[src/hw/msqp_pkg.sv]
// package for the mac status and queue pointer block
// assumes an ahb-lite slave with 32-bit data, one clock hclk
//
// Functional notes
// - network status bit 1 shows management data pin
// - bit 2 reads 1 when management idle
// - transmit flags clear on write one only
// - used bit read sets bit 0
// - collision during transmit sets bit 1
// - retry limit flag bit 2, write one clears
// - bit 3 high while transmit active
// - buffers exhausted: stop, bad fcs, tx_er, bit 4
// - frame complete sets bit 5
// - dma fetch failure sets underrun bit 6, bad crc
// - receive pointer advances, wraps at 1024 or wrap
// - transmit pointer advances, wraps at 1024 or wrap
// - transmit pointer writable only when not active
// - transmit pointer reads current frame first buffer
// - transmit disable stops, resets pointer to start
// - receive disable keeps receive pointer
package msqp_pkg;
  localparam logic [7:0] msqp_off_nsr = 8'h00;
  localparam logic [7:0] msqp_off_tsr = 8'h04;
  localparam logic [7:0] msqp_off_rqp = 8'h08;
  localparam logic [7:0] msqp_off_tqp = 8'h0c;
  localparam int msqp_nsr_mdio = 1;
  localparam int msqp_nsr_idle = 2;
  localparam int msqp_tsr_ubr = 0;
  localparam int msqp_tsr_col = 1;
  localparam int msqp_tsr_rle = 2;
  localparam int msqp_tsr_act = 3;
  localparam int msqp_tsr_bex = 4;
  localparam int msqp_tsr_comp = 5;
  localparam int msqp_tsr_und = 6;
  localparam logic [6:0] msqp_tsr_w1c_mask = 7'h77;
  localparam int msqp_ring_len = 1024;
  localparam int msqp_idx_w = 10;
  localparam logic [31:0] msqp_ptr_mask = 32'hffff_fffc;
  localparam logic [1:0] msqp_htrans_nonseq = 2'h2;
  localparam logic [1:0] msqp_htrans_seq = 2'h3;
endpackage

[src/hw/msqp_queue_ptr.sv]
// one descriptor queue pointer: base, running index, wrap
// assumes advance pulses come from the dma, one per buffer used
`timescale 1ns/1ps
`default_nettype none
module msqp_queue_ptr #(
  parameter int ring_len = msqp_pkg::msqp_ring_len
) (
  input wire logic hclk,
  input wire logic hresetn,
  input wire logic load,
  input wire logic [31:0] load_value,
  input wire logic rewind,
  input wire logic advance,
  input wire logic wrap_bit,
  output logic [31:0] ptr
);
  typedef struct packed {
    logic [31:0] base;
    logic [msqp_pkg::msqp_idx_w-1:0] idx;
  } msqp_qp_s;
  msqp_qp_s st, next_st;
  localparam logic [msqp_pkg::msqp_idx_w-1:0] last_idx =
    msqp_pkg::msqp_idx_w'(ring_len - 1);

  always_comb begin
    next_st = st;
    if (load) begin
      next_st.base = load_value & msqp_pkg::msqp_ptr_mask;
      next_st.idx = '0;
    end else if (rewind) begin
      next_st.idx = '0;
    end else if (advance) begin
      if (wrap_bit || st.idx == last_idx) begin
        next_st.idx = '0;
      end else begin
        next_st.idx = st.idx + 1'b1;
      end
    end
  end

  always_ff @(posedge hclk or negedge hresetn) begin
    if (!hresetn) begin
      st <= '0;
    end else begin
      st <= next_st;
    end
  end

  // each descriptor is two words, index scales by 8 bytes
  assign ptr = (st.base + {19'h0, st.idx, 3'h0}) & msqp_pkg::msqp_ptr_mask;
endmodule
`default_nettype wire

[src/hw/msqp_tx_flags.sv]
// sticky transmit event flags, set wins over write-one clear
// assumes event inputs are single-cycle pulses from the tx engine
`timescale 1ns/1ps
`default_nettype none
module msqp_tx_flags (
  input wire logic hclk,
  input wire logic hresetn,
  input wire logic [6:0] set_evt,
  input wire logic clr_we,
  input wire logic [6:0] clr_mask,
  output logic [6:0] flags
);
  typedef struct packed {
    logic [6:0] f;
  } msqp_tf_s;
  msqp_tf_s st, next_st;

  always_comb begin
    next_st = st;
    if (clr_we) begin
      next_st.f = st.f & ~(clr_mask & msqp_pkg::msqp_tsr_w1c_mask);
    end
    next_st.f = next_st.f | (set_evt & msqp_pkg::msqp_tsr_w1c_mask);
  end

  always_ff @(posedge hclk or negedge hresetn) begin
    if (!hresetn) begin
      st <= '0;
    end else begin
      st <= next_st;
    end
  end

  assign flags = st.f;
endmodule
`default_nettype wire

[src/hw/msqp_top.sv]
// mac status and queue pointer registers behind an ahb-lite slave
// assumes tx engine, rx dma and management logic sit beside it on hclk
//
// The implementer's own choices: the address map and the AHB-Lite slave port.
`timescale 1ns/1ps
`default_nettype none
module msqp_top (
  input wire logic hclk,
  input wire logic hresetn,
  input wire logic hsel,
  input wire logic [31:0] haddr,
  input wire logic [1:0] htrans,
  input wire logic hwrite,
  input wire logic [2:0] hsize,
  input wire logic [31:0] hwdata,
  input wire logic hready,
  output logic [31:0] hrdata,
  output logic hreadyout,
  output logic hresp,
  input wire logic mdio_in,
  input wire logic mgmt_busy,
  input wire logic transmit_enable,
  input wire logic receive_enable,
  input wire logic tx_start,
  input wire logic tx_frame_done,
  input wire logic tx_used_bit_read,
  input wire logic tx_collision,
  input wire logic tx_retry_limit,
  input wire logic tx_buffers_out,
  input wire logic tx_dma_fail,
  input wire logic tx_buf_advance,
  input wire logic tx_buf_wrap,
  input wire logic rx_buf_advance,
  input wire logic rx_buf_wrap,
  output logic tx_er,
  output logic tx_bad_crc,
  output logic tx_abort,
  output logic rx_flush,
  output logic [31:0] rx_desc_ptr,
  output logic [31:0] tx_desc_ptr
);
  typedef struct packed {
    logic dph_valid;
    logic dph_write;
    logic [7:0] dph_addr;
    logic [31:0] rdata;
    logic tx_active;
    logic tx_er;
    logic bad_crc;
    logic abort;
    logic rx_flush;
    logic te_q;
    logic [31:0] rx_ptr_q;
    logic [31:0] tx_ptr_q;
    logic [31:0] tx_frame_ptr;
  } msqp_top_s;
  msqp_top_s st, next_st;

  logic [31:0] rx_ptr;
  logic [31:0] tx_ptr;
  logic [6:0] flags;
  logic [6:0] set_evt;
  logic tsr_clr_we;
  logic rqp_load;
  logic tqp_load;
  logic tx_rewind;

  function automatic logic wr_hit(input msqp_top_s s, input logic [7:0] off);
    wr_hit = s.dph_valid && s.dph_write && s.dph_addr == off;
  endfunction

  // write data phase acts on the stored address
  assign tsr_clr_we = wr_hit(st, msqp_pkg::msqp_off_tsr);
  assign rqp_load = wr_hit(st, msqp_pkg::msqp_off_rqp);
  // writes while active are dropped silently
  assign tqp_load = wr_hit(st, msqp_pkg::msqp_off_tqp) && !st.tx_active;
  // falling transmit enable returns ring to its base
  assign tx_rewind = st.te_q && !transmit_enable;

  always_comb begin
    set_evt = '0;
    set_evt[msqp_pkg::msqp_tsr_ubr] = tx_used_bit_read;
    set_evt[msqp_pkg::msqp_tsr_col] = tx_collision && st.tx_active;
    set_evt[msqp_pkg::msqp_tsr_rle] = tx_retry_limit;
    set_evt[msqp_pkg::msqp_tsr_bex] = tx_buffers_out && st.tx_active;
    set_evt[msqp_pkg::msqp_tsr_comp] = tx_frame_done && st.tx_active;
    set_evt[msqp_pkg::msqp_tsr_und] = tx_dma_fail && st.tx_active;
  end

  msqp_tx_flags u_flags (
    .hclk(hclk),
    .hresetn(hresetn),
    .set_evt(set_evt),
    .clr_we(tsr_clr_we),
    .clr_mask(hwdata[6:0]),
    .flags(flags)
  );

  msqp_queue_ptr #(
    .ring_len(msqp_pkg::msqp_ring_len)
  ) u_rx_ptr (
    .hclk(hclk),
    .hresetn(hresetn),
    .load(rqp_load),
    .load_value(hwdata),
    .rewind(1'b0),
    .advance(rx_buf_advance && receive_enable),
    .wrap_bit(rx_buf_wrap),
    .ptr(rx_ptr)
  );

  msqp_queue_ptr #(
    .ring_len(msqp_pkg::msqp_ring_len)
  ) u_tx_ptr (
    .hclk(hclk),
    .hresetn(hresetn),
    .load(tqp_load),
    .load_value(hwdata),
    .rewind(tx_rewind),
    .advance(tx_buf_advance && st.tx_active),
    .wrap_bit(tx_buf_wrap),
    .ptr(tx_ptr)
  );

  always_comb begin
    logic ends;
    logic [31:0] rd;
    next_st = st;
    ends = tx_frame_done || tx_buffers_out || tx_dma_fail;
    next_st.te_q = transmit_enable;
    next_st.rx_ptr_q = rx_ptr;
    next_st.tx_ptr_q = tx_ptr;
    next_st.rx_flush = !receive_enable;
    next_st.tx_er = 1'b0;
    next_st.bad_crc = 1'b0;
    next_st.abort = 1'b0;
    if (!transmit_enable) begin
      next_st.tx_active = 1'b0;
      // one pulse on the falling enable, not a level while disabled
      next_st.abort = tx_rewind;
    end else if (st.tx_active && ends) begin
      next_st.tx_active = 1'b0;
      next_st.tx_er = tx_buffers_out;
      next_st.bad_crc = tx_buffers_out || tx_dma_fail;
    end else if (tx_start) begin
      next_st.tx_active = 1'b1;
    end
    // frame start pointer latched while idle
    if (!st.tx_active || tqp_load || tx_rewind) begin
      next_st.tx_frame_ptr = tx_ptr;
    end
    if (tx_frame_done && st.tx_active) begin
      next_st.tx_frame_ptr = tx_ptr;
    end
    rd = '0;
    case (haddr[7:0])
      msqp_pkg::msqp_off_nsr: begin
        rd[msqp_pkg::msqp_nsr_mdio] = mdio_in;
        rd[msqp_pkg::msqp_nsr_idle] = !mgmt_busy;
      end
      msqp_pkg::msqp_off_tsr: begin
        rd[6:0] = flags;
        rd[msqp_pkg::msqp_tsr_act] = st.tx_active;
      end
      msqp_pkg::msqp_off_rqp: rd = rx_ptr;
      // while idle the live pointer is the next frame's first buffer
      msqp_pkg::msqp_off_tqp: rd = st.tx_active ? st.tx_frame_ptr : tx_ptr;
      default: rd = '0;
    endcase
    if (hready) begin
      next_st.dph_valid = hsel && (htrans == msqp_pkg::msqp_htrans_nonseq ||
        htrans == msqp_pkg::msqp_htrans_seq);
      next_st.dph_write = hwrite;
      next_st.dph_addr = haddr[7:0] & msqp_pkg::msqp_ptr_mask[7:0];
      if (hsel && !hwrite) begin
        next_st.rdata = rd;
      end
    end
  end

  always_ff @(posedge hclk or negedge hresetn) begin
    if (!hresetn) begin
      st <= '0;
    end else begin
      st <= next_st;
    end
  end

  assign hrdata = st.rdata;
  assign hreadyout = 1'b1;
  assign hresp = 1'b0;
  assign tx_er = st.tx_er;
  assign tx_bad_crc = st.bad_crc;
  assign tx_abort = st.abort;
  assign rx_flush = st.rx_flush;
  assign rx_desc_ptr = st.rx_ptr_q;
  assign tx_desc_ptr = st.tx_ptr_q;
endmodule
`default_nettype wire

[config.mk]
export PLATFORM = sky130hd
export DESIGN_NAME = msqp_top
export DESIGN_NICKNAME = d
export VERILOG_FILES = /design/src/hw/msqp_pkg.sv /design/src/hw/msqp_queue_ptr.sv /design/src/hw/msqp_tx_flags.sv /design/src/hw/msqp_top.sv
export SDC_FILE = /design/constraint.sdc
export NUM_CORES = 1
export LEC_CHECK = 0
export BUFFER_PORTS_ARGS = -buffer_cell sky130_fd_sc_hd__buf_2
export CORE_MARGIN = 1
export CORE_UTILIZATION = 63
export CTS_BUF_LIST = sky130_fd_sc_hd__clkbuf_4
export DETAILED_ROUTE_END_ITERATION = 10
export HOLD_SLACK_MARGIN = 0.12
export PLACE_DENSITY = 0.95
export SLEW_MARGIN = 20
export SYNTH_ARGS = -nofsm -noshare
export SYNTH_HDL_FRONTEND = slang
export SYNTH_SLANG_ARGS = --single-unit
[constraint.sdc]
create_clock -name hclk -period 4.6 [get_ports hclk]
set_input_delay 0.46 -clock hclk [delete_from_list [all_inputs] [get_ports hclk]]
set_output_delay 0.46 -clock hclk [all_outputs]
set_load 0.1 [all_outputs]
* Yosys cells after proc, flatten, opt, wreduce, memory -nomap -nowiden
Index checks and enable logic that the tools add are counted.
** Operators by class
- $add $sub $neg :: 4
- Reduce and logical (&&, ||, !) cells :: 33
- Eq/ne operators :: 11
- Bitwise gates (word level) :: 3
- Mux-type cells :: 21
** Operators by type and width (number)
- $mux W32 :: 3
- $mux W10 :: 7
- $add A32 B13 Y32 :: 2
- $pmux W25 S2 :: 1
- $add A10 B1 Y10 const B :: 2
- $eq A10 B10 Y1 const B :: 2
- $eq A8 B4 Y1 const B :: 2
- $logic_and A1 B1 Y1 :: 15
- $eq A6 B2 Y1 const B :: 2
- $pmux W4 S3 :: 1
- $eq A8 B3 Y1 const B :: 1
- $logic_not A8 Y1 :: 1
- $logic_or A1 B1 Y1 :: 8
- $pmux W2 S4 :: 1
- $and A7 B7 Y7 :: 1
- $mux W7 :: 1
- $not A7 Y7 :: 1
- $or A7 B7 Y7 :: 1
- $eq A6 B1 Y1 const B :: 1
- $logic_not A1 Y1 :: 5
- $eq A2 B2 Y1 const B :: 2
- $mux W1 :: 4
- $mux W2 :: 2
- $reduce_bool A2 Y1 :: 2
- 4 further kinds :: 4
** Storage, ports and cells
- Bits in registers :: 225
- Output and inout port bits :: 102

* Longest topological paths before layout
Gate-level depths: netlist (run 1).
- Word-level depth :: 7
- Mapped depth :: 10

* Hierarchy
A second synthesis (run 1) with hierarchy kept.
** Unflattened totals
- Cells, all modules :: 971
- Area, all modules :: 11369.7 µm²
** Modules (own cells, without submodules)
- msqp_top :: seq. area each 3553.4 µm², cells each 444, area each 5926.9 µm², times used 1
- msqp_queue_ptr (u_tx_ptr) :: seq. area each 1001.0 µm², cells each 254, area each 2610.0 µm², times used 1
- msqp_queue_ptr (u_rx_ptr) :: seq. area each 1001.0 µm², cells each 253, area each 2603.7 µm², times used 1
- msqp_tx_flags :: seq. area each 150.1 µm², cells each 20, area each 229.0 µm², times used 1

* Least setup slack after synthesis (run 1)
No wires, ideal clock.
- Path kind :: register -> register
- Start point :: register u_tx_ptr.st[0] (netlist name)
- End point :: register st (netlist bit hrdata[25])
- Path slack :: 2.113 ns
- Buffers on the path :: 0
- Data required time :: 4.474 ns
- Cell stages (with the launch flop) :: 11
- Arrival time :: 2.361 ns
- Cells stage by stage :: dfrtp_1 -> ha_1 -> inv_1 -> fa_1 -> nand2b_1 -> a21oi_1 -> o2111ai_1 -> a21boi_1 -> xnor2_1 -> inv_1 -> a221o_1
** Between the ends
- Longest elaborated chain between the ends :: 3
** RTL lines
- start: declaration :: line msqp_queue_ptr.sv:21 : msqp_qp_s st, next_st;
- start signal: assignment :: line msqp_queue_ptr.sv:45 : st <= next_st;
- $add A32 B13 Y32 :: line msqp_queue_ptr.sv:50 : assign ptr = (st.base + {19'h0, st.idx, 3'h0}) & msqp_pkg::msqp_ptr_mask;
- $mux W32 :: line msqp_top.sv:167 : msqp_pkg::msqp_off_tqp: rd = st.tx_active ? st.tx_frame_ptr : tx_ptr;
- $pmux W25 S2 :: line msqp_top.sv:156 : case (haddr[7:0])
- end signal: assignment :: line msqp_top.sv:185 : st <= next_st;
- end: declaration :: line msqp_top.sv:57 : msqp_top_s st, next_st;
No other way between the ends.
A chain may end at the register's enable or synchronous reset.

* Final worst setup path (run 1)
Same ends and word-level chain as after synthesis.

==> results.md, run 1 <==
- Outcome: finished, final reports clean
- Clock latency on the worst-skew pair: 680 ps
- Max Fclk: 0.329 GHz
- Post-Syn Instances: 1009
- Power Density: 409 mW/mm2
- Hold crit path type: in2reg
- Worst path required time: 5150 ps
- Rel. slew slack: 27.2%
- Global-route wire length before repair: 44.2 mm
- Initial antenna violation count: 1
- Critical path fanouts, max: 4
- Max clock buf depth: 3
- # H-tree levels: 2
- Post-DP HPWL: 17.9 mm
- Fill count: 1058
- GPL Wtd Cong: 0.895
- Delay of the slowest critical-path stage: 410 ps
- Post-synth cell types: 68
- Commonest non-fill, non-tap cell in the layout: dfrtp_1
- Area post-placement: 0.0111 mm2
- Die W: 133 um
- Worst setup EP type: register
- TritonCTS sink count: 222
- Yosys warnings: 0
- Fin crit share: 66.0%
- Skew final: 40.5 ps
- Register area share after synthesis: 51.6%
- Final Cell Area: 0.0122 mm2
- Vias post-DR: 8514
- CP Launch Type: register
- Post-Syn Area: 0.0108 mm2
- Final Hold Fails: 0
- Most common cell on crit path: inv_1
- Clock buffer count from CTS: 54
- Number of synthesized flops with an enable pin: 0
- # rows: 47
- # resized after CTS: 0
- CP cell instances: ha_1, inv_1, fa_1, nand2b_1, a21oi_1, o2111ai_1, a21boi_1, xnor2_1, inv_1, a221o_1
- Die H: 133 um
- Post CTS Setup Buffer Count: 0
- Residual DRC count: 0
- Final core utilization: 73.5%
- Worst-path clk slew: 60 ps
- CP arrival: 3590 ps
- DR pass1 iterations: 6
- Yosys reg bits: 222
- RSZ-0062 raised after global routing: no
- Congestion Overflow GR: 0
- Final Critical Period: 3040 ps
- Global-route usage over all layers: 32.3%
- Hold Buf Count CTS: 50
- First DRT Iteration DRCs: 836
- Worst slew pin tran: 1090 ps
- Drt total wl: 27.8 mm
- TNS Setup: 0 ps
- Ys async rst share: 100%
- Leak pwr: 0.00591 uW
- Area Overhead vs Synth: 13.7%
- Share of cells above drive strength 1: 27.6%
- Top_reg_cell synth: dfrtp_1
- Initial Utilization: 64.7%
- Syn Area/Cell: 10.7 um2
- Count of final setup violators: 0
- CTS tree: yes
- CP max-delay cell: dfrtp_1
- WL per Instance: 19.7 um
- Via density per instance: 6.03
- Final count of pins violating max slew: 0
- Max-cap violation count: 0
- Kind of critical path: reg2reg
- Peak VDD IR: 0.000253 V
- Most frequent cells in the layout: dfrtp_1 (222), buf_2 (155), nand2_1 (115)
- Core box area: 0.0166 mm2
- Pin count of the biggest net entering global routing: 127
- Nets: 1267
- Remaining antenna violation count after routing: 0
- Clock root buffer: clkbuf_4
- I/O pin total: 191
- Vias in the first global route: 8686
- Die area: 0.0176 mm2
- PortBufs: 156
-- report_power, final --
part           internal (uW)  leakage (uW)  total, uW  switching (uW)
logic                    264       0.00281       1150             886
clock network            821      0.000397       1600             781
registers               2130       0.00270       2250             123
-- layer usage --
metal	share of wire (%)	routed length (um)	track usage, %	vias up
li1	-	-	-	3713
met1	37	10200	39.2	4098
met2	49	13500	52.8	571
met3	9.1	2530	8.05	132
met4	5.5	1510	18.5	0
met5	0	0	0	-
-- cell families (layout without fill, tap and decap cells) --
family,Yosys count,in the layout,synth area share (%)
other cells,2,7,0.0698
buf+inv,161,339,9.03
xor+xnor,53,53,4.31
flops,222,222,51.6
mux,77,77,7.98
fa+ha+maj,24,24,2.93
simple gates,277,277,11.9
compound gates,193,193,12.2
-- area by class of cell --
| class | count | area, um2 | area share, % |
|---|---|---|---|
| Multi-Input combinational cell | 630 | 4260 | 34.8 |
| Timing Repair Buffer | 215 | 1360 | 11.1 |
| Sequential cell | 222 | 5560 | 45.4 |
| Clock buffer | 77 | 578 | 4.73 |
| Clock inverter | 16 | 86.3 | 0.706 |
| Tap cell | 220 | 275 | 2.25 |
| Inverter | 31 | 116 | 0.951 |
| Antenna cell | 1 | 2.50 | 0.0205 |
-- through the flow --
stage	power, uW	cells	worst slack (ps)	hold WS [ps]
finish	5000	1412	1560	177
global route	5190	1412	1330	146
CTS	4980	1411	1610	147
detailed placement	3380	1268	1610	412
floorplan	3220	1013	2110	164
global placement	3340	1268	1730	385
-- synth_stat cells (all sizes together), types with 3 or more instances --
cell / instances / area [um2]
and2: 10 / 62.6
nand2b: 8 / 50.1
mux2: 70 / 788
buf: 107 / 769
a211oi: 5 / 42.5
o2111ai: 5 / 43.8
o211ai: 9 / 72.6
xor2: 23 / 201
nor3: 8 / 45.0
a22oi: 11 / 82.6
o21ai: 57 / 285
xnor2: 30 / 263
and3: 23 / 144
a21o: 9 / 67.6
a31oi: 5 / 31.3
nand4: 9 / 56.3
clkbuf: 23 / 86.3
inv: 31 / 116
a221o: 9 / 90.1
o31ai: 3 / 27.5
nand3: 19 / 95.1
o21a: 4 / 30.0
ha: 22 / 275
nand2: 116 / 438
nor2b: 6 / 37.5
nor2: 65 / 251
o221ai: 5 / 61.3
a22o: 11 / 96.3
dfrtp: 222 / 5560
a21oi: 42 / 210
mux2i: 7 / 70.1
-- state kept, by name (all words and copies together) (netlist names) --
name / count
tx_abort: 1
rx_flush: 1
u_flags.flags: 6
u_tx_ptr.st: 40
st: 40
tx_er: 1
rx_desc_ptr: 30
u_rx_ptr.st: 40
tx_desc_ptr: 30
hrdata: 32
tx_bad_crc: 1
-- worst max-delay path: cells and delay by family, from the launching register on --
| family | cells | cell delay [ps] |
|---|---|---|
| compound gates | 4 | 1310 |
| xor+xnor | 1 | 220 |
| fa+ha+maj | 2 | 630 |
| simple gates | 1 | 180 |
| flops | 1 | 410 |
| buf+inv | 2 | 170 |
-- final timing paths --
check / depth (start not counted) / start / slack, ps / to
worst min-delay path: 3 / mdio_in / 180 / hrdata[1]$_DFFE_PN0P_
worst max register to register: 10 / u_tx_ptr.st[0]$_DFFE_PN0P_ / 1560 / hrdata[25]$_DFFE_PN0P_
max in group asynchronous: 3 / hresetn / 2900 / st[5]$_DFFE_PN0P_
worst max-delay path: 10 / u_tx_ptr.st[0]$_DFFE_PN0P_ / 1560 / hrdata[25]$_DFFE_PN0P_
worst min register to register: 0 / u_rx_ptr.st[12]$_DFFE_PN0P_ / 440 / rx_desc_ptr[2]$_DFF_PN0_
min in group asynchronous: 2 / hresetn / 460 / u_rx_ptr.st[4]$_DFFE_PN0P_
(Power assumes the default switching activity.)
==> inputs of run 2 (changes only) <==
Settings changed: ABC_AREA from default to 1, CORE_UTILIZATION 63 to 59, PLACE_DENSITY 0.95 to 0.9.
Clock period 4.6 ns to 2.8 ns, I/O delays scaled along.
==> run 2 against run 1 <==
Cell count is 45% higher. Via count is 32% higher. Clock skew is 36 ps higher. Worst setup slack worse by 1300 ps. First-iteration DRC count is 15% higher. Non-clock buffer count is 31 higher. Combinational power grew to 5.3 times the previous value. Hold slack worse by 19 ps. Synthesized area is 11% higher. Sequential cell count stayed put. Global-route usage is 3.2 points higher. Largest cell class unchanged. Largest power group is now combinational logic. Highest routed layer is now met5.
==> results.md, run 2 <==
- Outcome: finished, final reports clean
- # rows: 51 (+8.5%)
- Final Cell Area: 0.0138 mm2 (+13%)
- Via density per instance: 5.49 (-8.9%)
- CTS tree: yes
- Synth area leaders: dfrtp_1 (46%), nand2_1 (16%), buf_4 (6.1%)
- Peak VDD IR: 0.000621 V (+140%)
- Fill count: 1486 (+40%)
- Fin crit share: 91.8% (+26 points)
- Vias post-DR: 11200 (+32%)
- Final count of pins violating max slew: 0 (unchanged)
- GPL Wtd Cong: 0.952 (+6.3%)
- RSZ-0062 raised after global routing: no
- Share of cells above drive strength 1: 15.4% (-12 points)
- Switching share of power: 50.7% (+15 points)
- Power Density: 953 mW/mm2 (+130%)
- Synth cell count leaders: nand2_1 (509), dfrtp_1 (222), inv_1 (190), o21ai_0 (134), nor2_1 (107)
- Biggest regs: st x40, u_rx_ptr.st x40, u_tx_ptr.st x40
- # H-tree levels: 2 (unchanged)
- Clock root buffer: clkbuf_4
- Worst-path clk slew: 100 ps (+40 ps)
- Congestion Overflow GR: 0 (unchanged)
- Post-Syn Instances: 1566 (+55%)
- Clock buffer count from CTS: 55 (+1.9%)
- Remaining antenna violation count after routing: 0 (unchanged)
- PortBufs: 156 (unchanged)
- Global-route usage over all layers: 35.5% (+3.2 points)
- Clk pwr share: 21.1% (-11 points)
- Leak pwr: 0.00762 uW (+29%)
- Yosys reg bits: 222 (unchanged)
- First DRT Iteration DRCs: 962 (+15%)
- WL per Instance: 17.0 um (-13%)
- Die W: 145 um (+8.9%)
- I/O pin total: 191 (unchanged)
- Pin count of the biggest net entering global routing: 77 (-39%)
- Initial antenna violation count: 6 (+5)
- CP arrival: 3130 ps (-460 ps)
- Worst setup EP type: register
- Ys async rst share: 100% (unchanged)
- Area post-placement: 0.0124 mm2 (+12%)
- Worst Reg-to-Reg Cells: 9 (-1)
- Max-cap violation count: 0 (unchanged)
- P_int: 6500 uW (+100%)
- Vias in the first global route: 10700 (+23%)
- Number of synthesized flops with an enable pin: 0 (unchanged)
- Core box area: 0.0197 mm2 (+18%)
- P_sw: 6680 uW (+270%)
- Worst slack, placed: 403 ps (-1210 ps)
- Register area share after synthesis: 46.4% (-5.3 points)
- DR pass1 iterations: 6 (unchanged)
- Post-Syn Area: 0.0120 mm2 (+11%)
- Register area: 0.00556 mm2 (unchanged)
- Most frequent cells in the layout: nand2_1 (509), dfrtp_1 (222), inv_1 (190)
- Max Fclk: 0.389 GHz (+18%)
- R2R setup slack: 230 ps (-1330 ps)
- Worst slew pin tran: 888 ps (-198 ps)
- Footprint of the multi-input gates: 0.00484 mm2 (+14%)
- Reg power frac: 32.8% (-12 points)
- Skew final: 76.2 ps (+35.7 ps)
- Initial Utilization: 60.8% (-3.9 points)
- TritonCTS sink count: 222 (unchanged)
- Total chip power: 13200 uW (+160%)
- Commonest non-fill, non-tap cell in the layout: nand2_1
- Worst path required time: 3360 ps (-1790 ps)
- Die H: 145 um (+8.9%)
- Post-synth cell types: 44 (-35%)
- Residual DRC count: 0 (unchanged)
- Syn Area/Cell: 7.65 um2 (-28%)
- Combinational share of power: 46.1% (+23 points)
- Hold slack: 158 ps (-18.6 ps)
- Global-route wire length before repair: 55.2 mm (+25%)
- Final Hold Fails: 0 (unchanged)
- Final Critical Period: 2570 ps (-465 ps)
- Die area: 0.0209 mm2 (+19%)
- Top_reg_cell synth: dfrtp_1
- Critical path fanouts, max: 25 (+21)
- Nets: 1852 (+46%)
- Area Overhead vs Synth: 15.4%
- TNS Setup: 0 ps (unchanged)
- Clock latency on the worst-skew pair: 720 ps (+40 ps)
- FF-to-FF End: u_rx_ptr.st[8]$_DFFE_PN0P_
- # resized after CTS: 0 (unchanged)
- Post-DP HPWL: 22.8 mm (+27%)
- Hold crit path type: in2async
- Post CTS Setup Buffer Count: 0 (unchanged)
- Max clock buf depth: 3 (unchanged)
- Worst setup margin: 228 ps (-1330 ps)
- Rel. slew slack: 40.4% (+13 points)
- Reg-to-Reg Start: st[139]$_DFFE_PN0P_
- Drt total wl: 34.8 mm (+25%)
- Yosys warnings: 0 (unchanged)
- Synth top area share: 46.4% (-5.3 points)
- Count of final setup violators: 0 (unchanged)
- Top-count cell post-synth: nand2_1
- Yosys top cell by area: dfrtp_1
- Kind of critical path: reg2reg
- CP Launch Type: register
-- run 2: cell count changes after synthesis, sizes merged, moves of 8 or more --
| cell | change |
|---|---|
| nand2 | +399 |
| inv | +161 |
| o21ai | +78 |
| nand3 | +72 |
| mux2 | -70 |
| nor2 | +46 |
| xnor2 | -24 |
| and3 | -23 |
| a22oi | -11 |
| a221o | -9 |
| a22o | -9 |
| nand3b | +9 |
| nand2b | -8 |
| nand4 | +8 |
-- run 2: power groups by stage --
stage                     combinational, uW  sequential (uW)  clock, uW
after global routing                   6480             4390       2940
final                                  6070             4320       2780
after global placement                 5760             4320          0
after detailed placement               5860             4340          0
after floorplan                        5250             4250          0
after CTS                              5960             4290       2730
-- run 2: area by class of cell --
class                      instances  area share [%]
sequential                       222            40.2
inverter                         193            5.27
clock buffer                      75            4.07
multi-input combinational       1021            35.0
clock inverter                    17           0.878
tap                              265            2.40
timing repair buffer             246            12.1
antenna                            5          0.0905
-- run 2: how the worst max path moves through the flow --
stage / start / endpoint / slack, ps / cells past startpoint
2_1_floorplan: u_tx_ptr.st[0]$_DFFE_PN0P_ / hrdata[31]$_DFFE_PN0P_ / 810 / 15
4_1_cts: u_tx_ptr.st[0]$_DFFE_PN0P_ / hrdata[31]$_DFFE_PN0P_ / 370 / 15
5_1_grt: u_tx_ptr.st[0]$_DFFE_PN0P_ / hrdata[31]$_DFFE_PN0P_ / 110 / 15
3_5_place_dp: u_tx_ptr.st[0]$_DFFE_PN0P_ / hrdata[27]$_DFFE_PN0P_ / 400 / 17
3_3_place_gp: u_rx_ptr.st[0]$_DFFE_PN0P_ / hrdata[31]$_DFFE_PN0P_ / 460 / 12
6_report: st[139]$_DFFE_PN0P_ / u_rx_ptr.st[8]$_DFFE_PN0P_ / 230 / 9
-- run 2: cells by family (layout without fill, tap and decap cells) --
group	after synthesis	in the layout	synth area share, %
adders and majority gates	24	24	2.63
xor gates and xnor gates	24	24	1.82
and+or+nand+nor	774	774	27.2
buffers and inverters	327	531	13.4
other	2	11	0.0627
AOI/OAI and AO/OA	193	193	8.49
DFF	222	222	46.4
-- run 2: what timing repair did --
item / 4_1_cts / 5_1_grt
setup endpoints to repair: 0 / 0
hold buffers: 78 / 0
hold endpoints to repair: 303 / 0
-- run 2: layer usage --
metal,global-route usage [%],vias up,share of wire [%]
met3,10.6,182,10
met2,54.7,719,45
met4,18.3,4,5.4
met5,0,-,0.089
li1,-,5180,-
met1,45.2,5139,39
-- run 2: critical path: stages (launching register included) --
cell           delay (ps)
dfrtp_1               440
inv_1                 110
nand2_1               120
nor3_1                440
nand2_4               290
nand2_4               210
o21ai_0               110
dlygate4sd3_1         570
nand2_1                70
inv_1                  40
-- run 2: metrics by stage --
stage | std cells | util (%)
after floorplan | 1570 | -
after global placement | 1869 | 62.6
after detailed placement | 1869 | 62.6
after CTS | 2039 | 70.1
after global routing | 2041 | 70.1
final | 2044 | 70.1
==> inputs of run 3 (changes only) <==
Settings changed: ABC_AREA 1 to 0, CORE_UTILIZATION 59 to 58, CTS_CLUSTER_SIZE from default to 12, PLACE_DENSITY 0.9 to 0.89.
==> run 3 against run 2 <==
Global-route usage shrank 6.1 points. Power shrank 37%. Wire length shrank 20%. Utilization shrank 0.32 points. Clock power shrank 6%. Die area shrank 8.5%. Critical endpoint is now hrdata[26]$_DFFE_PN0P_. Hold slack gained 8.2 ps. The run now ends with design-rule violations left. First-iteration DRC count shrank 19%. Sequential cell count is the same. Combinational power shrank 68%. Fmax shrank 3.5%.
==> results.md, run 3 (synthesis results as in run 1) <==
- Max Fclk: 0.375 GHz (-3.5%)
- Outcome: complete, but fails checks
- # H-tree levels: 2 (unchanged)
- # rows: 49 (-3.9%)
- Nets: 1304 (-30%)
- DR pass1 iterations: 9 (+3)
- Die H: 138 um (-4.4%)
- Most frequent cells in the layout: dfrtp_1 (222), buf_2 (155), nand2_1 (115)
- Worst slack, placed: 111 ps (-291 ps)
- First DRT Iteration DRCs: 784 (-19%)
- Post-DP HPWL: 18.1 mm (-21%)
- Global-route usage over all layers: 29.4% (-6.1 points)
- Commonest non-fill, non-tap cell in the layout: dfrtp_1
- Critical Path Sink: hrdata[26]$_DFFE_PN0P_
- Clock latency on the worst-skew pair: 690 ps (-30 ps)
- Max clock buf depth: 3 (unchanged)
- Count of final setup violators: 0 (unchanged)
- Kind of critical path: reg2reg
- Residual DRC count: 26 (+26)
- TNS Setup: 0 ps (unchanged)
- Peak VDD IR: 0.000402 V (-35%)
- Final count of pins violating max slew: 0 (unchanged)
- Clock root buffer: clkbuf_4
- Area Overhead vs Synth: 17.3%
- Congestion Overflow GR: 0 (unchanged)
- TritonCTS sink count: 222 (unchanged)
- FF-to-FF End: hrdata[26]$_DFFE_PN0P_
- Initial antenna violation count: 2 (-4)
- Critical Path Start: u_rx_ptr.st[4]$_DFFE_PN0P_
- Share of cells above drive strength 1: 27.9% (+12 points)
- Clock buffer count from CTS: 56 (+1.8%)
- Worst setup margin: 135 ps (-93.8 ps)
- Rel. slew slack: 51.6% (+11 points)
- Hold crit path type: in2reg
- Power Density: 653 mW/mm2 (-31%)
- Placed cells: 1291 (-31%)
- Critical path fanouts, max: 8 (-68%)
- Max-cap violation count: 0 (unchanged)
- Remaining antenna violation count after routing: 0 (unchanged)
- Fin crit share: 95.2% (+3.4 points)
- Worst path required time: 3370 ps (about the same)
- RSZ-0062 raised after global routing: no
- CP arrival: 3230 ps (+100 ps)
- Skew final: 38.7 ps (-37.5 ps)
- Reg-to-Reg Start: u_rx_ptr.st[4]$_DFFE_PN0P_
- Final Hold Fails: 0 (unchanged)
- PortBufs: 156 (unchanged)
- Final Critical Period: 2670 ps (+93.8 ps)
- I/O pin total: 191 (unchanged)
- Pin count of the biggest net entering global routing: 94 (+22%)
- CP Launch Type: register
- R2R setup slack: 130 ps (-90 ps)
- Drt total wl: 27.8 mm (-20%)
- Vias in the first global route: 8547 (-20%)
- Failing checks: design-rule violations
- Core box area: 0.0181 mm2 (-8.3%)
- Die area: 0.0191 mm2 (-8.5%)
- Biggest regs: st x40, u_rx_ptr.st x40, u_tx_ptr.st x40
- Worst setup EP type: register
- Post CTS Setup Buffer Count: 0 (unchanged)
- Worst slew pin tran: 725 ps (-163 ps)
- Global-route wire length before repair: 44.1 mm (-20%)
- Leak pwr: 0.00609 uW (-20%)
- CTS tree: yes
- Die W: 138 um (-4.4%)
- GPL Wtd Cong: 0.872 (-8.4%)
- Final core utilization: 69.8% (-0.32 points)
- Fill count: 1213 (-18%)
- Fin cells: 1458 (-29%)
- Worst Reg-to-Reg Cells: 8 (-1)
- Worst-path clk slew: 70 ps (-30 ps)
- Initial Utilization: 59.5% (-1.3 points)
- Via density per instance: 5.86 (+6.7%)
- Vias post-DR: 8540 (-24%)
- WL per Instance: 19.1 um (+12%)
==> run 3: worst min-delay path by stage <==
stage | start | endpoint | cells past startpoint
finish | hsel | hrdata[0]$_DFFE_PN0P_ | 3
global route | haddr[1] | hrdata[7]$_DFFE_PN0P_ | 5
floorplan | hresetn | hrdata[0]$_DFFE_PN0P_ | 0
detailed placement | hresetn | u_rx_ptr.st[8]$_DFFE_PN0P_ | 1
CTS | haddr[1] | hrdata[7]$_DFFE_PN0P_ | 5
global placement | hresetn | u_rx_ptr.st[8]$_DFFE_PN0P_ | 1
==> run 3: final cells by class <==
cell class                      count  area (um2)  area share [%]
Multi-Input combinational cell    630        4280            33.9
Timing Repair Buffer              250        1720            13.7
Sequential cell                   222        5560            44.0
Inverter                           31         116           0.921
Antenna cell                        1        2.50          0.0198
Tap cell                          229         287            2.27
Clock inverter                     21         111           0.882
Clock buffer                       74         556            4.40
==> run 3: where the power goes <==
group	internal (uW)	switching, uW	total (uW)
Clock	1320	1290	2610
Combinational	474	1480	1950
Sequential	3490	192	3690
Total	5280	2960	8250
==> run 3: per-layer routing <==
layer	GRT usage, %	wire, um	vias up
met3	6.20	2270	114
met4	13.6	1220	0
met2	48.0	13200	483
met5	0	0	-
met1	38.0	11100	4147
li1	-	-	3796
==> run 3: worst max-delay path, stage by stage (launching register included) <==
cell      delay [ps]
dfrtp_1          450
ha_1             400
or2_2            150
a311o_1          240
o211ai_2         200
a211oi_4         470
nand3_1          150
xnor2_1          160
a221o_1          340
==> run 3: through the flow <==
step	cell area [um2]	hold slack [ps]	power (uW)
global placement	11200	336	5510
global route	12600	146	8580
finish	12600	166	8250
CTS	12600	123	8230
detailed placement	11200	342	5570
floorplan	10800	-15.6	5290
==> run 3: what timing repair did <==
| item | in CTS | in global routing |
|---|---|---|
| setup endpoints to repair | 0 | 12 |
| endpoints found under the hold margin | 195 | 0 |
| gates resized for setup | 0 | 4 |
| hold buffers | 71 | 0 |
